--- config.mk ---
export PLATFORM = sky130hd
export DESIGN_NAME = pcr_ctl
export DESIGN_NICKNAME = d
export VERILOG_FILES = /design/src/logic/pcr_pkg.sv /design/src/logic/pcr_ctl.sv /design/src/logic/pcr_sync.sv /design/src/logic/pcr_timer.sv
export SDC_FILE = /design/constraint.sdc
export NUM_CORES = 1
export LEC_CHECK = 0
export ABC_AREA = 0
export BUFFER_PORTS_ARGS = -buffer_cell sky130_fd_sc_hd__buf_2
export CAP_MARGIN = 20
export CORE_ASPECT_RATIO = 0.6
export CORE_MARGIN = 3
export CORE_UTILIZATION = 55
export DETAILED_ROUTE_END_ITERATION = 8
export GPL_TIMING_DRIVEN = 0
export PLACE_DENSITY_LB_ADDON = 0.2
export SYNTH_ARGS = -nofsm -noshare
export SYNTH_HDL_FRONTEND = slang
export SYNTH_SLANG_ARGS = --single-unit
export TNS_END_PERCENT = 5
--- constraint.sdc ---
create_clock -name clock -period 4.7 [get_ports clock]
set_clock_uncertainty 0.2 [all_clocks]
set_input_delay 0.94 -clock clock [delete_from_list [all_inputs] [get_ports clock]]
set_output_delay 0.94 -clock clock [all_outputs]
set_load 0.01 [all_outputs]
--- src/logic/pcr_pkg.sv ---
// Package: constants, states and carriers of the modem card power, ring and reset controller
`default_nettype none
package pcr_pkg;
  localparam int unsigned CLK_KHZ          = 100_000;
  localparam int unsigned POR_TIME_MS      = 15;
  localparam int unsigned WAKE_TIME_MS     = 12;
  localparam int unsigned RING_HOLD_MS     = 100;
  localparam int unsigned POR_CYCLES       = CLK_KHZ * POR_TIME_MS;
  localparam int unsigned WAKE_CYCLES      = CLK_KHZ * WAKE_TIME_MS;
  localparam int unsigned RING_HOLD_CYCLES = CLK_KHZ * RING_HOLD_MS;
  localparam int unsigned CNT_W            = 24;
  localparam int unsigned SYNC_STAGES      = 2;
  localparam int unsigned PIN_W            = 4;

  typedef enum logic [4:0] {
    ST_NORMAL   = 5'h01,
    ST_PD_WAKE  = 5'h02,
    ST_PD_HOLD  = 5'h04,
    ST_UP_PULSE = 5'h08,
    ST_UP_WAIT  = 5'h10
  } pcr_state_t;

  // Configuration bits held by the host register file
  typedef struct packed {
    logic power_down_req_bit;
    logic ring_event_enable;
    logic status_change_enable;
    logic ring_passthru_enable;
    logic soft_reset_bit;
    logic io_mode;
    logic config_index_valid;
    logic modem_type_b;
  } pcr_cfg_t;

  // Asynchronous pins, synchronised as one vector
  typedef struct packed {
    logic socket_reset_in;
    logic modem_ready_in;
    logic line_ring_in;
    logic modem_irq_in;
  } pcr_pins_t;
endpackage : pcr_pkg
`default_nettype wire

--- src/logic/pcr_ctl.sv ---
// Modem card power-down sequencer, ring reporting and modem reset control
`default_nettype none
module pcr_ctl #(
  parameter int unsigned POR_CYCLES       = pcr_pkg::POR_CYCLES,
  parameter int unsigned WAKE_CYCLES      = pcr_pkg::WAKE_CYCLES,
  parameter int unsigned RING_HOLD_CYCLES = pcr_pkg::RING_HOLD_CYCLES
) (
  input  wire logic              clock,
  input  wire logic              srst,
  input  wire pcr_pkg::pcr_cfg_t cfg,
  input  wire logic              ring_event_clear,
  input  wire logic              io_access_valid,
  input  wire logic              socket_reset_in,
  input  wire logic              modem_ready_in,
  input  wire logic              line_ring_in,
  input  wire logic              modem_irq_in,
  output logic                   stop_request_high_out,
  output logic                   stop_request_n_out,
  output logic                   wake_ring_type_a_out,
  output logic                   wake_ring_type_b_out,
  output logic                   modem_select_n,
  output logic                   modem_reset_n,
  output logic                   ireq_n,
  output logic                   stschg_n,
  output logic                   ready_busy_flag,
  output logic                   ring_event_flag,
  output logic                   changed_bit,
  output logic                   memory_only_mode,
  output logic                   regs_default
);
  import pcr_pkg::*;

  typedef struct packed {
    pcr_state_t       st;
    logic [CNT_W-1:0] por_cnt;
    logic             por_done;
    logic             mdm_rdy_q;
    logic             ring_q;
    logic             pd_q;
    logic             rdy_busy;
    logic             ring_evt;
    logic             changed;
    logic             mem_only;
    logic             ireq_rdy;
    logic             ring_a;
    logic             ring_b;
    logic             stop_hi;
    logic             stop_n;
    logic             msel_n;
    logic             rst_out_n;
    logic             ireq_n;
    logic             stschg_n;
  } pcr_ctl_state_t;

  pcr_ctl_state_t s_r;
  pcr_ctl_state_t s_nxt;
  pcr_pins_t      pins_sync;
  pcr_cfg_t       cfg_eff;
  logic           in_reset;
  logic           pd;
  logic           mdm_rdy;
  logic           ring;
  logic           mdm_rdy_rise;
  logic           mdm_rdy_fall;
  logic           ring_rise;
  logic           pd_rise;
  logic           pd_fall;
  logic           wake_load;
  logic           wake_busy;
  logic           ring_active;

  if (POR_CYCLES < 1 || POR_CYCLES >= (1 << CNT_W)) begin : g_chk_por
    $error("pcr_ctl: POR_CYCLES out of range");
  end
  if (WAKE_CYCLES < 1 || WAKE_CYCLES >= (1 << CNT_W)) begin : g_chk_wake
    $error("pcr_ctl: WAKE_CYCLES out of range");
  end
  if (RING_HOLD_CYCLES < 1 || RING_HOLD_CYCLES >= (1 << CNT_W)) begin : g_chk_ring
    $error("pcr_ctl: RING_HOLD_CYCLES out of range");
  end

  pcr_sync #(
    .WIDTH (PIN_W)
  ) u_sync (
    .clock (clock),
    .srst  (srst),
    .d     ({socket_reset_in, modem_ready_in, line_ring_in, modem_irq_in}),
    .q     (pins_sync)
  );

  // Wake pulse width for type-A modems
  pcr_timer #(
    .WIDTH (CNT_W)
  ) u_wake_tmr (
    .clock (clock),
    .srst  (srst),
    .load  (wake_load),
    .value (CNT_W'(WAKE_CYCLES)),
    .busy  (wake_busy)
  );

  // Ring integrator: retriggered by every rising ring edge, outlasts one ring period
  pcr_timer #(
    .WIDTH (CNT_W)
  ) u_ring_tmr (
    .clock (clock),
    .srst  (srst),
    .load  (ring_rise),
    .value (CNT_W'(RING_HOLD_CYCLES)),
    .busy  (ring_active)
  );

  assign mdm_rdy   = pins_sync.modem_ready_in;
  assign ring      = pins_sync.line_ring_in;
  assign in_reset  = !s_r.por_done || pins_sync.socket_reset_in || cfg.soft_reset_bit;
  assign cfg_eff   = in_reset ? '0 : cfg;
  assign pd        = cfg_eff.power_down_req_bit;
  assign mdm_rdy_rise = mdm_rdy && !s_r.mdm_rdy_q;
  assign mdm_rdy_fall = !mdm_rdy && s_r.mdm_rdy_q;
  assign ring_rise = ring && !s_r.ring_q;
  assign pd_rise   = pd && !s_r.pd_q;
  assign pd_fall   = !pd && s_r.pd_q;

  always_comb begin
    s_nxt        = s_r;
    wake_load    = 1'b0;
    s_nxt.mdm_rdy_q = mdm_rdy;
    s_nxt.ring_q = ring;
    s_nxt.pd_q   = pd;

    if (!s_r.por_done) begin
      s_nxt.por_cnt = s_r.por_cnt + CNT_W'(1);
      if (s_r.por_cnt == CNT_W'(POR_CYCLES - 1)) begin
        s_nxt.por_done = 1'b1;
      end
    end

    unique case (s_r.st)
      ST_NORMAL: begin
        if (pd_rise) begin
          s_nxt.st = (cfg_eff.modem_type_b && !mdm_rdy) ? ST_PD_WAKE : ST_PD_HOLD;
        end
      end
      ST_PD_WAKE: begin
        if (pd_fall) begin
          s_nxt.st  = ST_UP_PULSE;
          wake_load = 1'b1;
        end else if (mdm_rdy) begin
          s_nxt.st = ST_PD_HOLD;
        end
      end
      ST_PD_HOLD: begin
        if (pd_fall) begin
          s_nxt.st  = ST_UP_PULSE;
          wake_load = 1'b1;
        end
      end
      ST_UP_PULSE: begin
        if (cfg_eff.modem_type_b ? mdm_rdy : !wake_busy) begin
          s_nxt.st = cfg_eff.modem_type_b ? ST_NORMAL : ST_UP_WAIT;
        end
      end
      ST_UP_WAIT: begin
        if (mdm_rdy) begin
          s_nxt.st = ST_NORMAL;
        end
      end
    endcase

    // Ready flag: event sets win over the power-down edge clears
    if (pd_rise || pd_fall) begin
      s_nxt.rdy_busy = 1'b0;
    end
    if ((pd && mdm_rdy_fall) || (!pd && mdm_rdy_rise)) begin
      s_nxt.rdy_busy = 1'b1;
    end

    s_nxt.ring_evt = ring_rise || (s_r.ring_evt && !ring_event_clear);
    if (cfg_eff.io_mode) begin
      s_nxt.mem_only = 1'b0;
    end
    if (mdm_rdy_rise) begin
      s_nxt.ireq_rdy = 1'b1;
    end

    if (in_reset) begin
      s_nxt.st       = ST_NORMAL;
      s_nxt.ring_evt = 1'b0;
      s_nxt.mem_only = 1'b1;
      s_nxt.ireq_rdy = 1'b0;
      s_nxt.rdy_busy = 1'b0;
    end

    unique case (s_nxt.st)
      ST_NORMAL: begin
        s_nxt.ring_a = !ring;
        s_nxt.ring_b = ring;
      end
      ST_PD_WAKE: begin
        s_nxt.ring_a = 1'b0;
        s_nxt.ring_b = 1'b1;
      end
      ST_PD_HOLD: begin
        s_nxt.ring_a = 1'b0;
        s_nxt.ring_b = 1'b0;
      end
      ST_UP_PULSE: begin
        s_nxt.ring_a = !cfg_eff.modem_type_b;
        s_nxt.ring_b = cfg_eff.modem_type_b;
      end
      ST_UP_WAIT: begin
        s_nxt.ring_a = 1'b0;
        s_nxt.ring_b = 1'b0;
      end
    endcase

    s_nxt.stop_hi  = pd;
    s_nxt.stop_n   = !pd;
    s_nxt.msel_n   = !(io_access_valid && cfg_eff.config_index_valid && !pd);
    s_nxt.rst_out_n = !in_reset;
    s_nxt.ireq_n   = s_nxt.mem_only ? s_nxt.ireq_rdy : !pins_sync.modem_irq_in;
    s_nxt.changed  = cfg_eff.ring_event_enable && s_nxt.ring_evt;
    s_nxt.stschg_n = cfg_eff.ring_passthru_enable ? !ring_active
                                                  : !(s_nxt.changed && cfg_eff.status_change_enable);
  end

  always_ff @(posedge clock) begin
    if (srst) begin
      s_r          <= '0;
      s_r.st       <= ST_NORMAL;
      s_r.mem_only <= 1'b1;
      s_r.ring_a   <= 1'b1;
      s_r.stop_n   <= 1'b1;
      s_r.msel_n   <= 1'b1;
      s_r.stschg_n <= 1'b1;
    end else begin
      s_r <= s_nxt;
    end
  end

  assign stop_request_high_out = s_r.stop_hi;
  assign stop_request_n_out    = s_r.stop_n;
  assign wake_ring_type_a_out  = s_r.ring_a;
  assign wake_ring_type_b_out  = s_r.ring_b;
  assign modem_select_n        = s_r.msel_n;
  assign modem_reset_n         = s_r.rst_out_n;
  assign ireq_n                = s_r.ireq_n;
  assign stschg_n              = s_r.stschg_n;
  assign ready_busy_flag       = s_r.rdy_busy;
  assign ring_event_flag       = s_r.ring_evt;
  assign changed_bit           = s_r.changed;
  assign memory_only_mode      = s_r.mem_only;
  assign regs_default          = in_reset;

  property p_stop_levels;
    @(posedge clock) disable iff (srst) pd |=> stop_request_high_out && !stop_request_n_out;
  endproperty
  a_stop_levels : assert property (p_stop_levels) else $error("stop request levels wrong");

  property p_ring_a_low;
    @(posedge clock) disable iff (srst) pd_rise && s_r.st == ST_NORMAL |=> (!wake_ring_type_a_out)[*2];
  endproperty
  a_ring_a_low : assert property (p_ring_a_low) else $error("type-A ring not low on power-down");

  property p_ring_b_wake;
    @(posedge clock) disable iff (srst)
      pd_rise && s_r.st == ST_NORMAL && cfg_eff.modem_type_b && !mdm_rdy |=> wake_ring_type_b_out;
  endproperty
  a_ring_b_wake : assert property (p_ring_b_wake) else $error("type-B wake pulse missing");

  property p_ring_b_quiet;
    @(posedge clock) disable iff (srst)
      pd_rise && s_r.st == ST_NORMAL && mdm_rdy |=> !wake_ring_type_b_out && !stop_request_n_out;
  endproperty
  a_ring_b_quiet : assert property (p_ring_b_quiet) else $error("type-B ring moved with modem ready");

  property p_busy_on_pd;
    @(posedge clock) disable iff (srst) pd_rise && !mdm_rdy_fall |=> !ready_busy_flag;
  endproperty
  a_busy_on_pd : assert property (p_busy_on_pd) else $error("ready flag not cleared on power-down");

  property p_select_blocked;
    @(posedge clock) disable iff (srst) pd || !cfg_eff.config_index_valid |=> modem_select_n;
  endproperty
  a_select_blocked : assert property (p_select_blocked) else $error("modem select during power-down");

  property p_type_a_wait_low;
    @(posedge clock) disable iff (srst) s_r.st == ST_UP_WAIT && !mdm_rdy && !in_reset |=> !wake_ring_type_a_out;
  endproperty
  a_type_a_wait_low : assert property (p_type_a_wait_low) else $error("type-A ring not low before ready");

  property p_ring_latch;
    @(posedge clock) disable iff (srst) ring_rise && !in_reset |=> ring_event_flag;
  endproperty
  a_ring_latch : assert property (p_ring_latch) else $error("ring edge not latched");

  property p_reset_out;
    @(posedge clock) disable iff (srst) in_reset |=> !modem_reset_n && !ring_event_flag;
  endproperty
  a_reset_out : assert property (p_reset_out) else $error("modem reset not asserted");

  property p_ireq_busy;
    @(posedge clock) disable iff (srst) in_reset ##1 !in_reset && !mdm_rdy_rise |=> !ireq_n;
  endproperty
  a_ireq_busy : assert property (p_ireq_busy) else $error("interrupt pin not busy after reset");
endmodule : pcr_ctl
`default_nettype wire

--- src/logic/pcr_sync.sv ---
// Two-stage synchroniser for asynchronous pins
`default_nettype none
module pcr_sync #(
  parameter int unsigned WIDTH = 4
) (
  input  wire logic             clock,
  input  wire logic             srst,
  input  wire logic [WIDTH-1:0] d,
  output logic      [WIDTH-1:0] q
);
  import pcr_pkg::*;

  typedef struct packed {
    logic [WIDTH-1:0] s1;
    logic [WIDTH-1:0] s2;
  } pcr_sync_state_t;

  pcr_sync_state_t s_r;
  pcr_sync_state_t s_nxt;

  if (WIDTH < 1) begin : g_chk
    $error("pcr_sync: WIDTH must be at least 1");
  end

  always_comb begin
    s_nxt    = s_r;
    s_nxt.s1 = d;
    s_nxt.s2 = s_r.s1;
  end

  always_ff @(posedge clock) begin
    if (srst) begin
      s_r <= '0;
    end else begin
      s_r <= s_nxt;
    end
  end

  assign q = s_r.s2;
endmodule : pcr_sync
`default_nettype wire

--- src/logic/pcr_timer.sv ---
// Loadable down-counter; busy while the count is not zero
`default_nettype none
module pcr_timer #(
  parameter int unsigned WIDTH = 24
) (
  input  wire logic             clock,
  input  wire logic             srst,
  input  wire logic             load,
  input  wire logic [WIDTH-1:0] value,
  output logic                  busy
);
  import pcr_pkg::*;

  typedef struct packed {
    logic [WIDTH-1:0] cnt;
  } pcr_timer_state_t;

  pcr_timer_state_t s_r;
  pcr_timer_state_t s_nxt;

  if (WIDTH < 2) begin : g_chk
    $error("pcr_timer: WIDTH must be at least 2");
  end

  always_comb begin
    s_nxt = s_r;
    if (load) begin
      s_nxt.cnt = value;
    end else if (s_r.cnt != '0) begin
      s_nxt.cnt = s_r.cnt - WIDTH'(1);
    end
  end

  always_ff @(posedge clock) begin
    if (srst) begin
      s_r <= '0;
    end else begin
      s_r <= s_nxt;
    end
  end

  assign busy = (s_r.cnt != '0);

  property p_load_busy;
    @(posedge clock) disable iff (srst) load && value != '0 |=> busy && s_r.cnt == $past(value);
  endproperty
  a_load_busy : assert property (p_load_busy) else $error("timer did not take its load value");
endmodule : pcr_timer
`default_nettype wire

# Yosys cells after proc, flatten, opt, wreduce, memory -nomap -nowiden
# Cells that the tools add are included.
[word_totals]
ff_bits = 101
in_bits = 16
out_inout_bits = 13
[op_classes]
addsub = 3
n_eq_ne = 11
muxes = 29
n_reduce_logical = 43
[op_table]
columns = ["cell", "count"]
rows = [
  ["2-to-1 mux 24 bit", 2],
  ["nonzero test 24 bit", 2],
  ["subtractor 24 x 1 -> 24 bit (second input constant)", 2],
  ["2-to-1 mux 21 bit", 2],
  ["2-to-1 mux 5 bit", 8],
  ["one-hot mux 5 bit (5 select lines)", 1],
  ["adder 24 x 1 -> 24 bit (second input constant)", 1],
  ["equality test 24 x 21 -> 1 bit (second input constant)", 1],
  ["logical NOT 1 bit", 15],
  ["logical AND 1 bit", 13],
  ["2-to-1 mux 1 bit", 12],
  ["equality test 5 x 1 -> 1 bit (second input constant)", 2],
  ["equality test 5 x 2 -> 1 bit (second input constant)", 2],
  ["equality test 5 x 3 -> 1 bit (second input constant)", 2],
  ["equality test 5 x 4 -> 1 bit (second input constant)", 2],
  ["equality test 5 bit (second input constant)", 2],
  ["OR reduction 2 bit", 5],
  ["2-to-1 mux 8 bit", 1],
  ["one-hot mux 2 bit (4 select lines)", 1],
  ["nonzero test 2 bit", 3],
  ["logical OR 1 bit", 5],
  ["2-to-1 mux 3 bit", 1],
  ["2-to-1 mux 2 bit", 1],
]

# Logic depth before layout (Yosys ltp)
# Gate-level depths: netlist of run 1.
[depth]
depth_word = 12
depth_mapped = 11
depth_no_buf = 11

# Hierarchy
# A second synthesis of run 1 with hierarchy kept.
[unflattened]
hier_cells = 596
hier_area_um2 = 5330.1
[modules_own_cells]
columns = ["module", "n_inst", "cells_per_inst", "area_each_um2", "seq_area_each_um2"]
rows = [
  ["pcr_ctl", 1, 255, 2284.7, 900.9],
  ["pcr_timer at u_ring_tmr", 1, 162, 1433.9, 480.5],
  ["pcr_timer at u_wake_tmr", 1, 163, 1401.3, 480.5],
  ["pcr_sync", 1, 16, 210.2, 160.2],
]

# Least setup slack after synthesis of run 1
# OpenSTA, ideal clock, no wires.
[synth_timing]
path_kind = "input to register"
start = "input port cfg[3] in the netlist's numbering"
end = "register s_r (netlist bit wake_ring_type_b_out)"
setup_ps = 91
arrival_ps = 2951
t_required_ps = 4409
setup_slack_ps = 1458
cell_stages = 9
n_path_buf = 0
path_cell_list = "nor3b_1 > nand2_1 > ha_1 > nand3_1 > o21ai_0 > a31oi_4 > mux2i_1 > a21oi_1 > a311oi_1"
[synth_rtl]
columns = ["item", "line", "source"]
rows = [
  ["start: declaration", "pcr_ctl.sv:10", "input wire pcr_pkg::pcr_cfg_t cfg,"],
  ["end signal: assignment", "pcr_ctl.sv:237", "s_r <= s_nxt;"],
  ["end: declaration", "pcr_ctl.sv:55", "pcr_ctl_state_t s_r;"],
]

==> results.yml, run 1 <==
floorplan:
  initial_core_util: 0.591
  dieArea_um2: 9280
  die_h_um: 75.8
  rows: 24
  core_area_um2: 7570
  die_w_um: 122
  io_pins: 29
layout:
  layout-drive-gt1-share: 0.107
  n_antenna_cell: 0
  fin_cells: 656
  seqCellArea_um2: 2020
  area_growth_pct: 13.4
  final_nets: 569
  multi_input_area_um2: 2320
  nFillCells: 646
grt:
  grt_use_total: 0.224
  grt_max_degree: 17
  grt_pass1_vias: 3425
  grt_pass1_wl_um: 16300
  antenna_found_initial: 0
  grt_overflow: 0
sta:
  finalSetupViolations: 0
  hold_violations: 0
  period_needed_ns: 3.71
  final-max-slew-violation-count: 0
  fin_hold_ws_ns: 0.214
  tns_ns: 0
  worst_slack_ns: 0.994
  max_freq_ghz: 0.270
  max_slew.worst_pin.slew_ns: 0.769
  timing.final.crit_share: 0.788
  slew-limit-headroom: 0.486
  rsz0062_at_grt: "false"
yosys:
  synth_top_area_frac: 0.452
  synthTopCellsByCount: "dfxtp_1 (101), nor2_1 (78), xnor2_1 (33)"
  synth_cell_type_count: 55
  avgSynthCellArea_um2: 8.80
  ys.warnings.count: 0
  async_flop_share: 0
  yosysSeqAreaShare: 0.452
  yosysMostFrequentCell: "dfxtp_1"
  ys_top_cells_by_area: "dfxtp_1 (45%), nor2_1 (6.5%), xnor2_1 (6.5%), xor2_1 (5.9%), a21oi_1 (3.2%)"
  syn_area_um2: 4470
  synthCells: 508
  ys_ff_latch: 101
  yosys.area.top_type: "dfxtp_1"
  synth_ff_type: "dfxtp_1"
  synth_nets: 530
  synth_edf_count: 0
setup_path:
  end_kind: "flop"
  critical_path_class: "input port to flop"
  path_depth: 10
  r2r-start: "s_r[16]"
  r2r-end: "wake_ring_type_b_out"
  path_buf_inv: 1
  slowest_delay_ns: 0.62
  cp_top_family: "simple AND/OR/NAND/NOR gates"
  worstPathArrival_ns: 3.77
  cp_max_fo: 10
  reg2regPathDepth: 9
  crit_slowest_cell: "nor3b_1"
  cp-start-kind: "input port"
  crit_chain: "buf_2 -> nor3b_1 -> nand2_1 -> ha_1 -> nand3_1 -> o21ai_0 -> a31oi_4 -> mux2i_1 -> a21oi_1 -> a311oi_1"
  crit_required_ns: 4.76
  rrSetupSlack_ns: 1.17
route:
  viasPerCell: 5.63
  wirelength_um: 9630
  drtIter0Drc: 255
  routedWlPerCell_um: 14.7
  ant_nets: 0
  vias: 3693
  dr.pass1.iters: 5
  drcViolationCount: 0
clock_tree:
  clk_latency_ns: 0.35
  hold_buffers: 0
  cts_inserted_buffers: 9
  cts_tree: "built"
  htreeDepth: 3
  post_cts.repair.setup_buffers: 0
  cts_buffer_depth: 2
  cts-root-buf: "clkbuf_16"
  cts.sinks: 101
  clk_pin_slew_ns: 0.07
  cts_resized: 0
outcome:
  run_status: "finished, final reports clean"
min_path:
  worstHoldEndpoint: "ireq_n"
  hold_depth: 1
  hp-start: "u_sync.q[0]"
  hold_class: "flop to flop"
power:
  ir_worst_vdd_mv: 0.247
  p_per_area_nw_per_um2: 627
  p_leak_nw: 1.94
  p_total_mw: 3.18
placed_design:
  gp_congestion: 0.864
  dp_hpwl_um: 6890
  dp_slack_ns: 0.635
  dp.cells: 640
  port_buffers: 28
flow_run:
  drv_cap: 0
==> worst reg2reg max path: cells and delay by family, from the launching register on <==
kind            cells  cell delay (ns)
simple gates        3             1.31
compound gates      4             0.94
mux                 1             0.28
flops               1             0.46
fa+ha+maj           1             0.27
==> layer usage <==
layer / part of all wire / global-route usage
met3: 0.055 / 0.0534
met2: 0.43 / 0.343
met5: 0 / 0
met4: 0.016 / 0.0720
met1: 0.50 / 0.316
==> state kept, by name, summed over array words and instances, names as in the netlist, 4 cells and up <==
register,flops
u_sync.q,4
s_r,33
u_ring_tmr.s_r,24
u_wake_tmr.s_r,24
u_sync.s_nxt,4
==> kinds of logic (layout without fill, tap and decap cells) <==
group / after synthesis / count (layout) / share of synthesized area
compound gates: 63 / 63 / 0.0865
xor+xnor: 63 / 63 / 0.123
mux: 4 / 4 / 0.00952
buf+inv: 30 / 74 / 0.0285
flops: 101 / 101 / 0.452
simple gates: 241 / 241 / 0.283
fa+ha+maj: 6 / 6 / 0.0168
==> worst max-delay path by stage <==
stage               startpoint                   end
finish                  cfg[3]  wake_ring_type_b_out
global route            cfg[3]  wake_ring_type_b_out
CTS                     cfg[3]  wake_ring_type_b_out
detailed placement      cfg[3]  wake_ring_type_b_out
global placement        cfg[3]  wake_ring_type_b_out
floorplan               cfg[3]  wake_ring_type_b_out
==> cell type report <==
| type | count | area share |
|---|---|---|
| inverters | 15 | 0.0111 |
| flip-flops and latches | 101 | 0.399 |
| multi-input cells | 377 | 0.458 |
| well taps | 104 | 0.0257 |
| clock inverters | 5 | 0.0165 |
| repair buffers | 28 | 0.0277 |
| clock buffers | 11 | 0.0479 |
| plain buffers | 15 | 0.0141 |
==> stage by stage <==
stage | instance area, µm² | util
after floorplan | 4470 | -
after global placement | 4740 | 0.626
after detailed placement | 4740 | 0.626
after CTS | 5070 | 0.670
after global routing | 5070 | 0.670
final | 5070 | 0.670
==> placed cells by master (no fill, tap or decap), drive strengths merged, types with 7 or more instances in the layout <==
cell type,count
dfxtp,101
nor2,78
xnor2,33
buf,32
nand2,31
xor2,30
a21oi,29
clkbuf,22
nor4,16
nor2b,16
nand3,15
inv,14
nor3,14
o21ai,14
or4,11
or3,11
nand4,8
and3,7
nand2b,7
==> where the power goes <==
part	switching, mW	internal [mW]
combinational	0.637	0.523
clock	0.326	0.482
sequential	0.172	1.04
Power figures use the tool's default switching activity.
==> inputs of run 2 (changes only) <==
- ABC_AREA: 0 -> 1
- clock period: 4.7 -> 3.37 ns (I/O delays scaled with it)
==> results.yml, run 2 <==
outcome:
  run_status: "finished, final reports clean"
grt:
  grt_pass1_wl_um: 20100
  grt_max_degree: 19
  grt_pass1_vias: 4208
  grt_overflow: 0
  grt_use_total: 0.242
  antenna_found_initial: 0
sta:
  final-max-slew-violation-count: 0
  slew-limit-headroom: 0.597
  timing.final.crit_share: 0.738
  max_freq_ghz: 0.402
  finalSetupViolations: 0
  tns_ns: 0
  period_needed_ns: 2.49
  hold_violations: 0
  max_slew.worst_pin.slew_ns: 0.605
  rsz0062_at_grt: "false"
layout:
  top_register: "s_r"
  largest_reg_flops: 33
  layout_common_cells: "nor2_1 (136), nand2_1 (115), dfxtp_1 (101)"
  area_growth_pct: 11.2
  fin_cells: 864
  final_nets: 769
  reg_top3: "s_r x33, u_ring_tmr.s_r x24, u_wake_tmr.s_r x24"
  final_common_cell: "nor2_1"
  n_antenna_cell: 0
  layout-drive-gt1-share: 0.134
  nFillCells: 786
route:
  ant_nets: 0
  routedWlPerCell_um: 13.6
  viasPerCell: 5.41
  drtIter0Drc: 425
  wirelength_um: 11800
  dr.pass1.iters: 7
  vias: 4675
  drcViolationCount: 0
clock_tree:
  post_cts.repair.setup_buffers: 0
  clk_latency_ns: 0.35
  cts.sinks: 101
  htreeDepth: 3
  cts_tree: "built"
  cts-root-buf: "clkbuf_16"
  clk_pin_slew_ns: 0.07
  hold_buffers: 0
  cts_buffer_depth: 2
  cts_resized: 0
  cts_inserted_buffers: 9
floorplan:
  die_h_um: 80.3
  core_area_um2: 8720
  initial_core_util: 0.581
  die_w_um: 130
  io_pins: 29
  dieArea_um2: 10400
  rows: 26
placed_design:
  gp_congestion: 0.915
  dp_hpwl_um: 8850
  port_buffers: 28
  dp.cells: 848
power:
  ir_worst_vdd_mv: 0.309
  p_leak_nw: 2.40
  p_per_area_nw_per_um2: 824
yosys:
  async_flop_share: 0
  synth_ff_type: "dfxtp_1"
  synth_nets: 730
  ys.warnings.count: 0
  yosysMostFrequentCell: "nor2_1"
  avgSynthCellArea_um2: 7.15
  ys_top_cells_by_area: "dfxtp_1 (40%), nor2_1 (10%), nand2_1 (8.5%), inv_1 (6.9%), a21oi_1 (4.4%)"
  syn_area_um2: 5060
  synth_cell_type_count: 47
  yosys.area.top_type: "dfxtp_1"
  synth_top_area_frac: 0.399
  yosysSeqAreaShare: 0.399
  synthCells: 708
  ys_ff_latch: 101
  synth_edf_count: 0
  synthTopCellsByCount: "nor2_1 (136), nand2_1 (115), dfxtp_1 (101)"
setup_path:
  critical_path_class: "input port to flop"
  rrSetupSlack_ns: 0.92
  worstPathArrival_ns: 2.57
  crit_required_ns: 3.45
  cp_max_fo: 8
  cp-start-kind: "input port"
  end_kind: "flop"
min_path:
  hold_class: "flop to flop"
flow_run:
  drv_cap: 0
## run 2: path summary, 6_finish.rpt
path | startpoint | endpoint | cells past startpoint
hold reg to reg | u_sync.q[0] | ireq_n | 1
hold / removal | u_sync.q[0] | ireq_n | 1
setup / recovery | cfg[3] | wake_ring_type_b_out | 19
setup reg to reg | s_r[16] | wake_ring_type_b_out | 18
## run 2: final cells by class
cell class,count,area (µm²),share of cell area
buffer,10,52.6,0.00933
clock buffer,9,225,0.0400
clock inverter,7,60.1,0.0107
inverter,98,369,0.0656
multi-input combinational,499,2620,0.466
sequential,101,2020,0.359
tap,112,140,0.0249
timing repair buffer,28,140,0.0249
## run 2: per-layer routing
layer / vias up / share of wire / GRT usage
li1: 2381 / - / -
met1: 2138 / 0.50 / 0.350
met2: 144 / 0.42 / 0.367
met3: 12 / 0.071 / 0.0512
met4: 0 / 0.012 / 0.0654
met5: - / 0 / 0
## run 2: power by group
group          internal (mW)  total (mW)  leakage (nW)  switching, mW
combinational          0.705        1.98          1.44           1.28
sequential              1.42        1.66         0.823          0.236
clock                  0.511       0.997         0.137          0.486
total                   2.64        4.64          2.40           2.00
## run 2: cells by family (layout without fill, tap and decap cells)
group / Yosys count / count (layout) / synth area share
AO/OA/AOI/OAI: 85 / 85 / 0.0996
XOR/XNOR: 21 / 21 / 0.0363
adder cells (fa/ha/maj): 6 / 6 / 0.0148
buffers and inverters: 108 / 152 / 0.0832
flip-flops: 101 / 101 / 0.399
AND/OR/NAND/NOR: 387 / 387 / 0.367
## run 2: metrics by stage
step | utilization | power [mW] | hold slack [ns] | worst slack [ns] | cell area (µm²)
4_1_cts | 0.646 | 4.63 | 0.204 | 0.893 | 5630
2_1_floorplan | - | 3.20 | 0.184 | 0.929 | 5060
3_5_place_dp | 0.613 | 3.61 | 0.193 | 0.543 | 5350
6_report | 0.646 | 4.64 | 0.203 | 0.882 | 5630
5_1_grt | 0.646 | 5.04 | 0.215 | 0.588 | 5630
3_3_place_gp | 0.613 | 3.55 | 0.191 | 0.545 | 5350
## run 2: worst max-delay path: stages
cell	delay (ns)
buf_2	0.10
inv_1	0.11
nand3_4	0.15
nor2_1	0.19
inv_1	0.08
ha_1	0.18
inv_1	0.14
nand2_1	0.10
nor2_1	0.09
nor2_1	0.05
nor2_2	0.14
inv_2	0.07
nand2_1	0.09
nand2_1	0.05
nand2_1	0.07
nand2_2	0.06
nand2_2	0.06
nand2_1	0.04
nor2_1	0.12
==> inputs of run 3 (changes only) <==
- clock period: 3.37 -> 2.33 ns (I/O delays scaled with it)
==> results.yml, run 3 (synthesized netlist as in run 2, its figures left out) <==
power:
  cellInternalPower_mw: 3.86
  p_sw_frac: 0.434
  p_leak_nw: 2.45
  clock_power_share: 0.213
  power_frac_comb: 0.435
  p_seq_frac: 0.352
  ir_worst_vdd_mv: 0.443
  p_per_area_nw_per_um2: 1180
  p_switching_mw: 2.96
placed_design:
  placed_area_um2: 5350
  dp.cells: 848
  port_buffers: 28
  gp_congestion: 0.915
  dp_hpwl_um: 8850
grt:
  grt_use_total: 0.242
  antenna_found_initial: 0
  grt_pass1_vias: 4210
  grt_overflow: 0
  grt_pass1_wl_um: 20100
  grt_max_degree: 19
layout:
  largest_reg_flops: 33
  final_nets: 782
  reg_top3: "s_r x33, u_ring_tmr.s_r x24, u_wake_tmr.s_r x24"
  fin_cells: 877
  final_common_cell: "nor2_1"
  layout_common_cells: "nor2_1 (133), nand2_1 (112), dfxtp_1 (100)"
  post-route-util: 0.663
  layout-drive-gt1-share: 0.166
  area_growth_pct: 14.1
  stdcell_area_um2: 5780
  n_antenna_cell: 0
  top_register: "s_r"
route:
  drcViolationCount: 0
  ant_nets: 0
  viasPerCell: 5.42
  met3_length_um: 782
  wl_met2_um: 5280
  top_layer: "met4"
  drtIter0Drc: 426
  wl_met1_um: 5990
  routedWlPerCell_um: 13.9
  dr.pass1.iters: 5
  wirelength_um: 12200
  vias: 4753
sta:
  max_slew.worst_pin.slew_ns: 0.620
  hold_violations: 0
  timing.final.crit_share: 0.969
  rsz0062_at_grt: "true"
  slew-limit-headroom: 0.586
  final-max-slew-violation-count: 0
  max_freq_ghz: 0.443
  period_needed_ns: 2.26
  finalSetupViolations: 0
outcome:
  run_status: "finished, final reports clean"
clock_tree:
  cts-root-buf: "clkbuf_16"
  cts_buffer_depth: 2
  clk_pin_slew_ns: 0.07
  htreeDepth: 3
  cts_tree: "built"
  hold_buffers: 0
  clk_latency_ns: 0.35
  cts.sinks: 101
  cts_inserted_buffers: 9
floorplan:
  die_h_um: 80.3
  initial_core_util: 0.581
  dieArea_um2: 10400
  rows: 26
  core_area_um2: 8720
  io_pins: 29
  die_w_um: 130
setup_path:
  crit_required_ns: 2.41
  worstPathArrival_ns: 2.34
  cp_max_fo: 5
  cp-start-kind: "flop"
  critical_path_class: "flop to flop"
  crit_chain: "buf_6 -> nand3_4 -> nor2_4 -> ha_4 -> inv_1 -> nand2_1 -> o21a_1 -> nand2_1 -> nand2_1 -> nor2_2 -> nor3_2 -> nand2_1 -> inv_1 -> nand2_2 -> nand2_2 -> nand2_1 -> nor2_2"
  crit_slowest_cell: "dfxtp_2"
  end_kind: "flop"
  slowest_delay_ns: 0.33
  cp_common_cell: "nand2_1"
flow_run:
  drv_cap: 0
min_path:
  hold_class: "input port to flop"
==> run 3: worst max-delay path, delay by kind of cell, from the launching register on <==
family / cells / cell delay (ns)
adders and majority gates: 1 / 0.17
DFF: 1 / 0.33
buffers and inverters: 3 / 0.25
and+or+nand+nor: 12 / 1.13
AOI/OAI and AO/OA: 1 / 0.12
==> run 3: final timing paths <==
| kind | startpoint | to | slack [ns] | cells past startpoint |
|---|---|---|---|---|
| setup / recovery | s_r[16] | wake_ring_type_b_out | 0.07 | 17 |
| hold / removal | io_access_valid | modem_select_n | 0.11 | 2 |
| setup reg to reg | s_r[16] | wake_ring_type_b_out | 0.07 | 17 |
| hold reg to reg | u_sync.q[0] | ireq_n | 0.20 | 1 |
==> run 3: metal layers <==
layer | global-route usage | vias up
li1 | - | 2408
met1 | 0.350 | 2181
met2 | 0.367 | 151
met3 | 0.0512 | 13
met4 | 0.0654 | 0
met5 | 0 | -
==> run 3: metrics by stage <==
step / hold WS (ns) / setup slack (ns) / power, mW / TNS (ns)
finish: 0.107 / 0.0725 / 6.82 / 0
global route: 0.105 / -0.0725 / 7.38 / -0.183
CTS: 0.103 / 0.00130 / 6.70 / 0
detailed placement: 0.193 / -0.289 / 5.22 / -2.80
global placement: 0.191 / -0.287 / 5.14 / -2.21
floorplan: 0.184 / 0.0968 / 4.62 / 0
==> run 3: power by group through the flow <==
| stage | sequential (mW) | combinational (mW) | clock, mW |
|---|---|---|---|
| finish | 2.40 | 2.97 | 1.45 |
| global placement | 2.41 | 2.73 | 0 |
| detailed placement | 2.42 | 2.80 | 0 |
| global route | 2.45 | 3.38 | 1.55 |
| CTS | 2.39 | 2.84 | 1.47 |
| floorplan | 2.34 | 2.29 | 0 |
==> run 3: timing repair <==
action | 4_1_cts | 5_1_grt
resized for setup | 4 | 14
setup buffers | 0 | 13
endpoints found under the setup margin | 11 | 23
gates cloned | 0 | 0
pin swaps | 1 | 6
==> run 3: cell type report <==
cell class	count	area (µm²)
Timing Repair Buffer	41	238
Fill cell	757	2940
Multi-Input combinational cell	499	2670
Tap cell	112	140
Clock inverter	7	60.1
Inverter	98	369
Sequential cell	101	2020
Buffer	10	56.3
Clock buffer	9	225
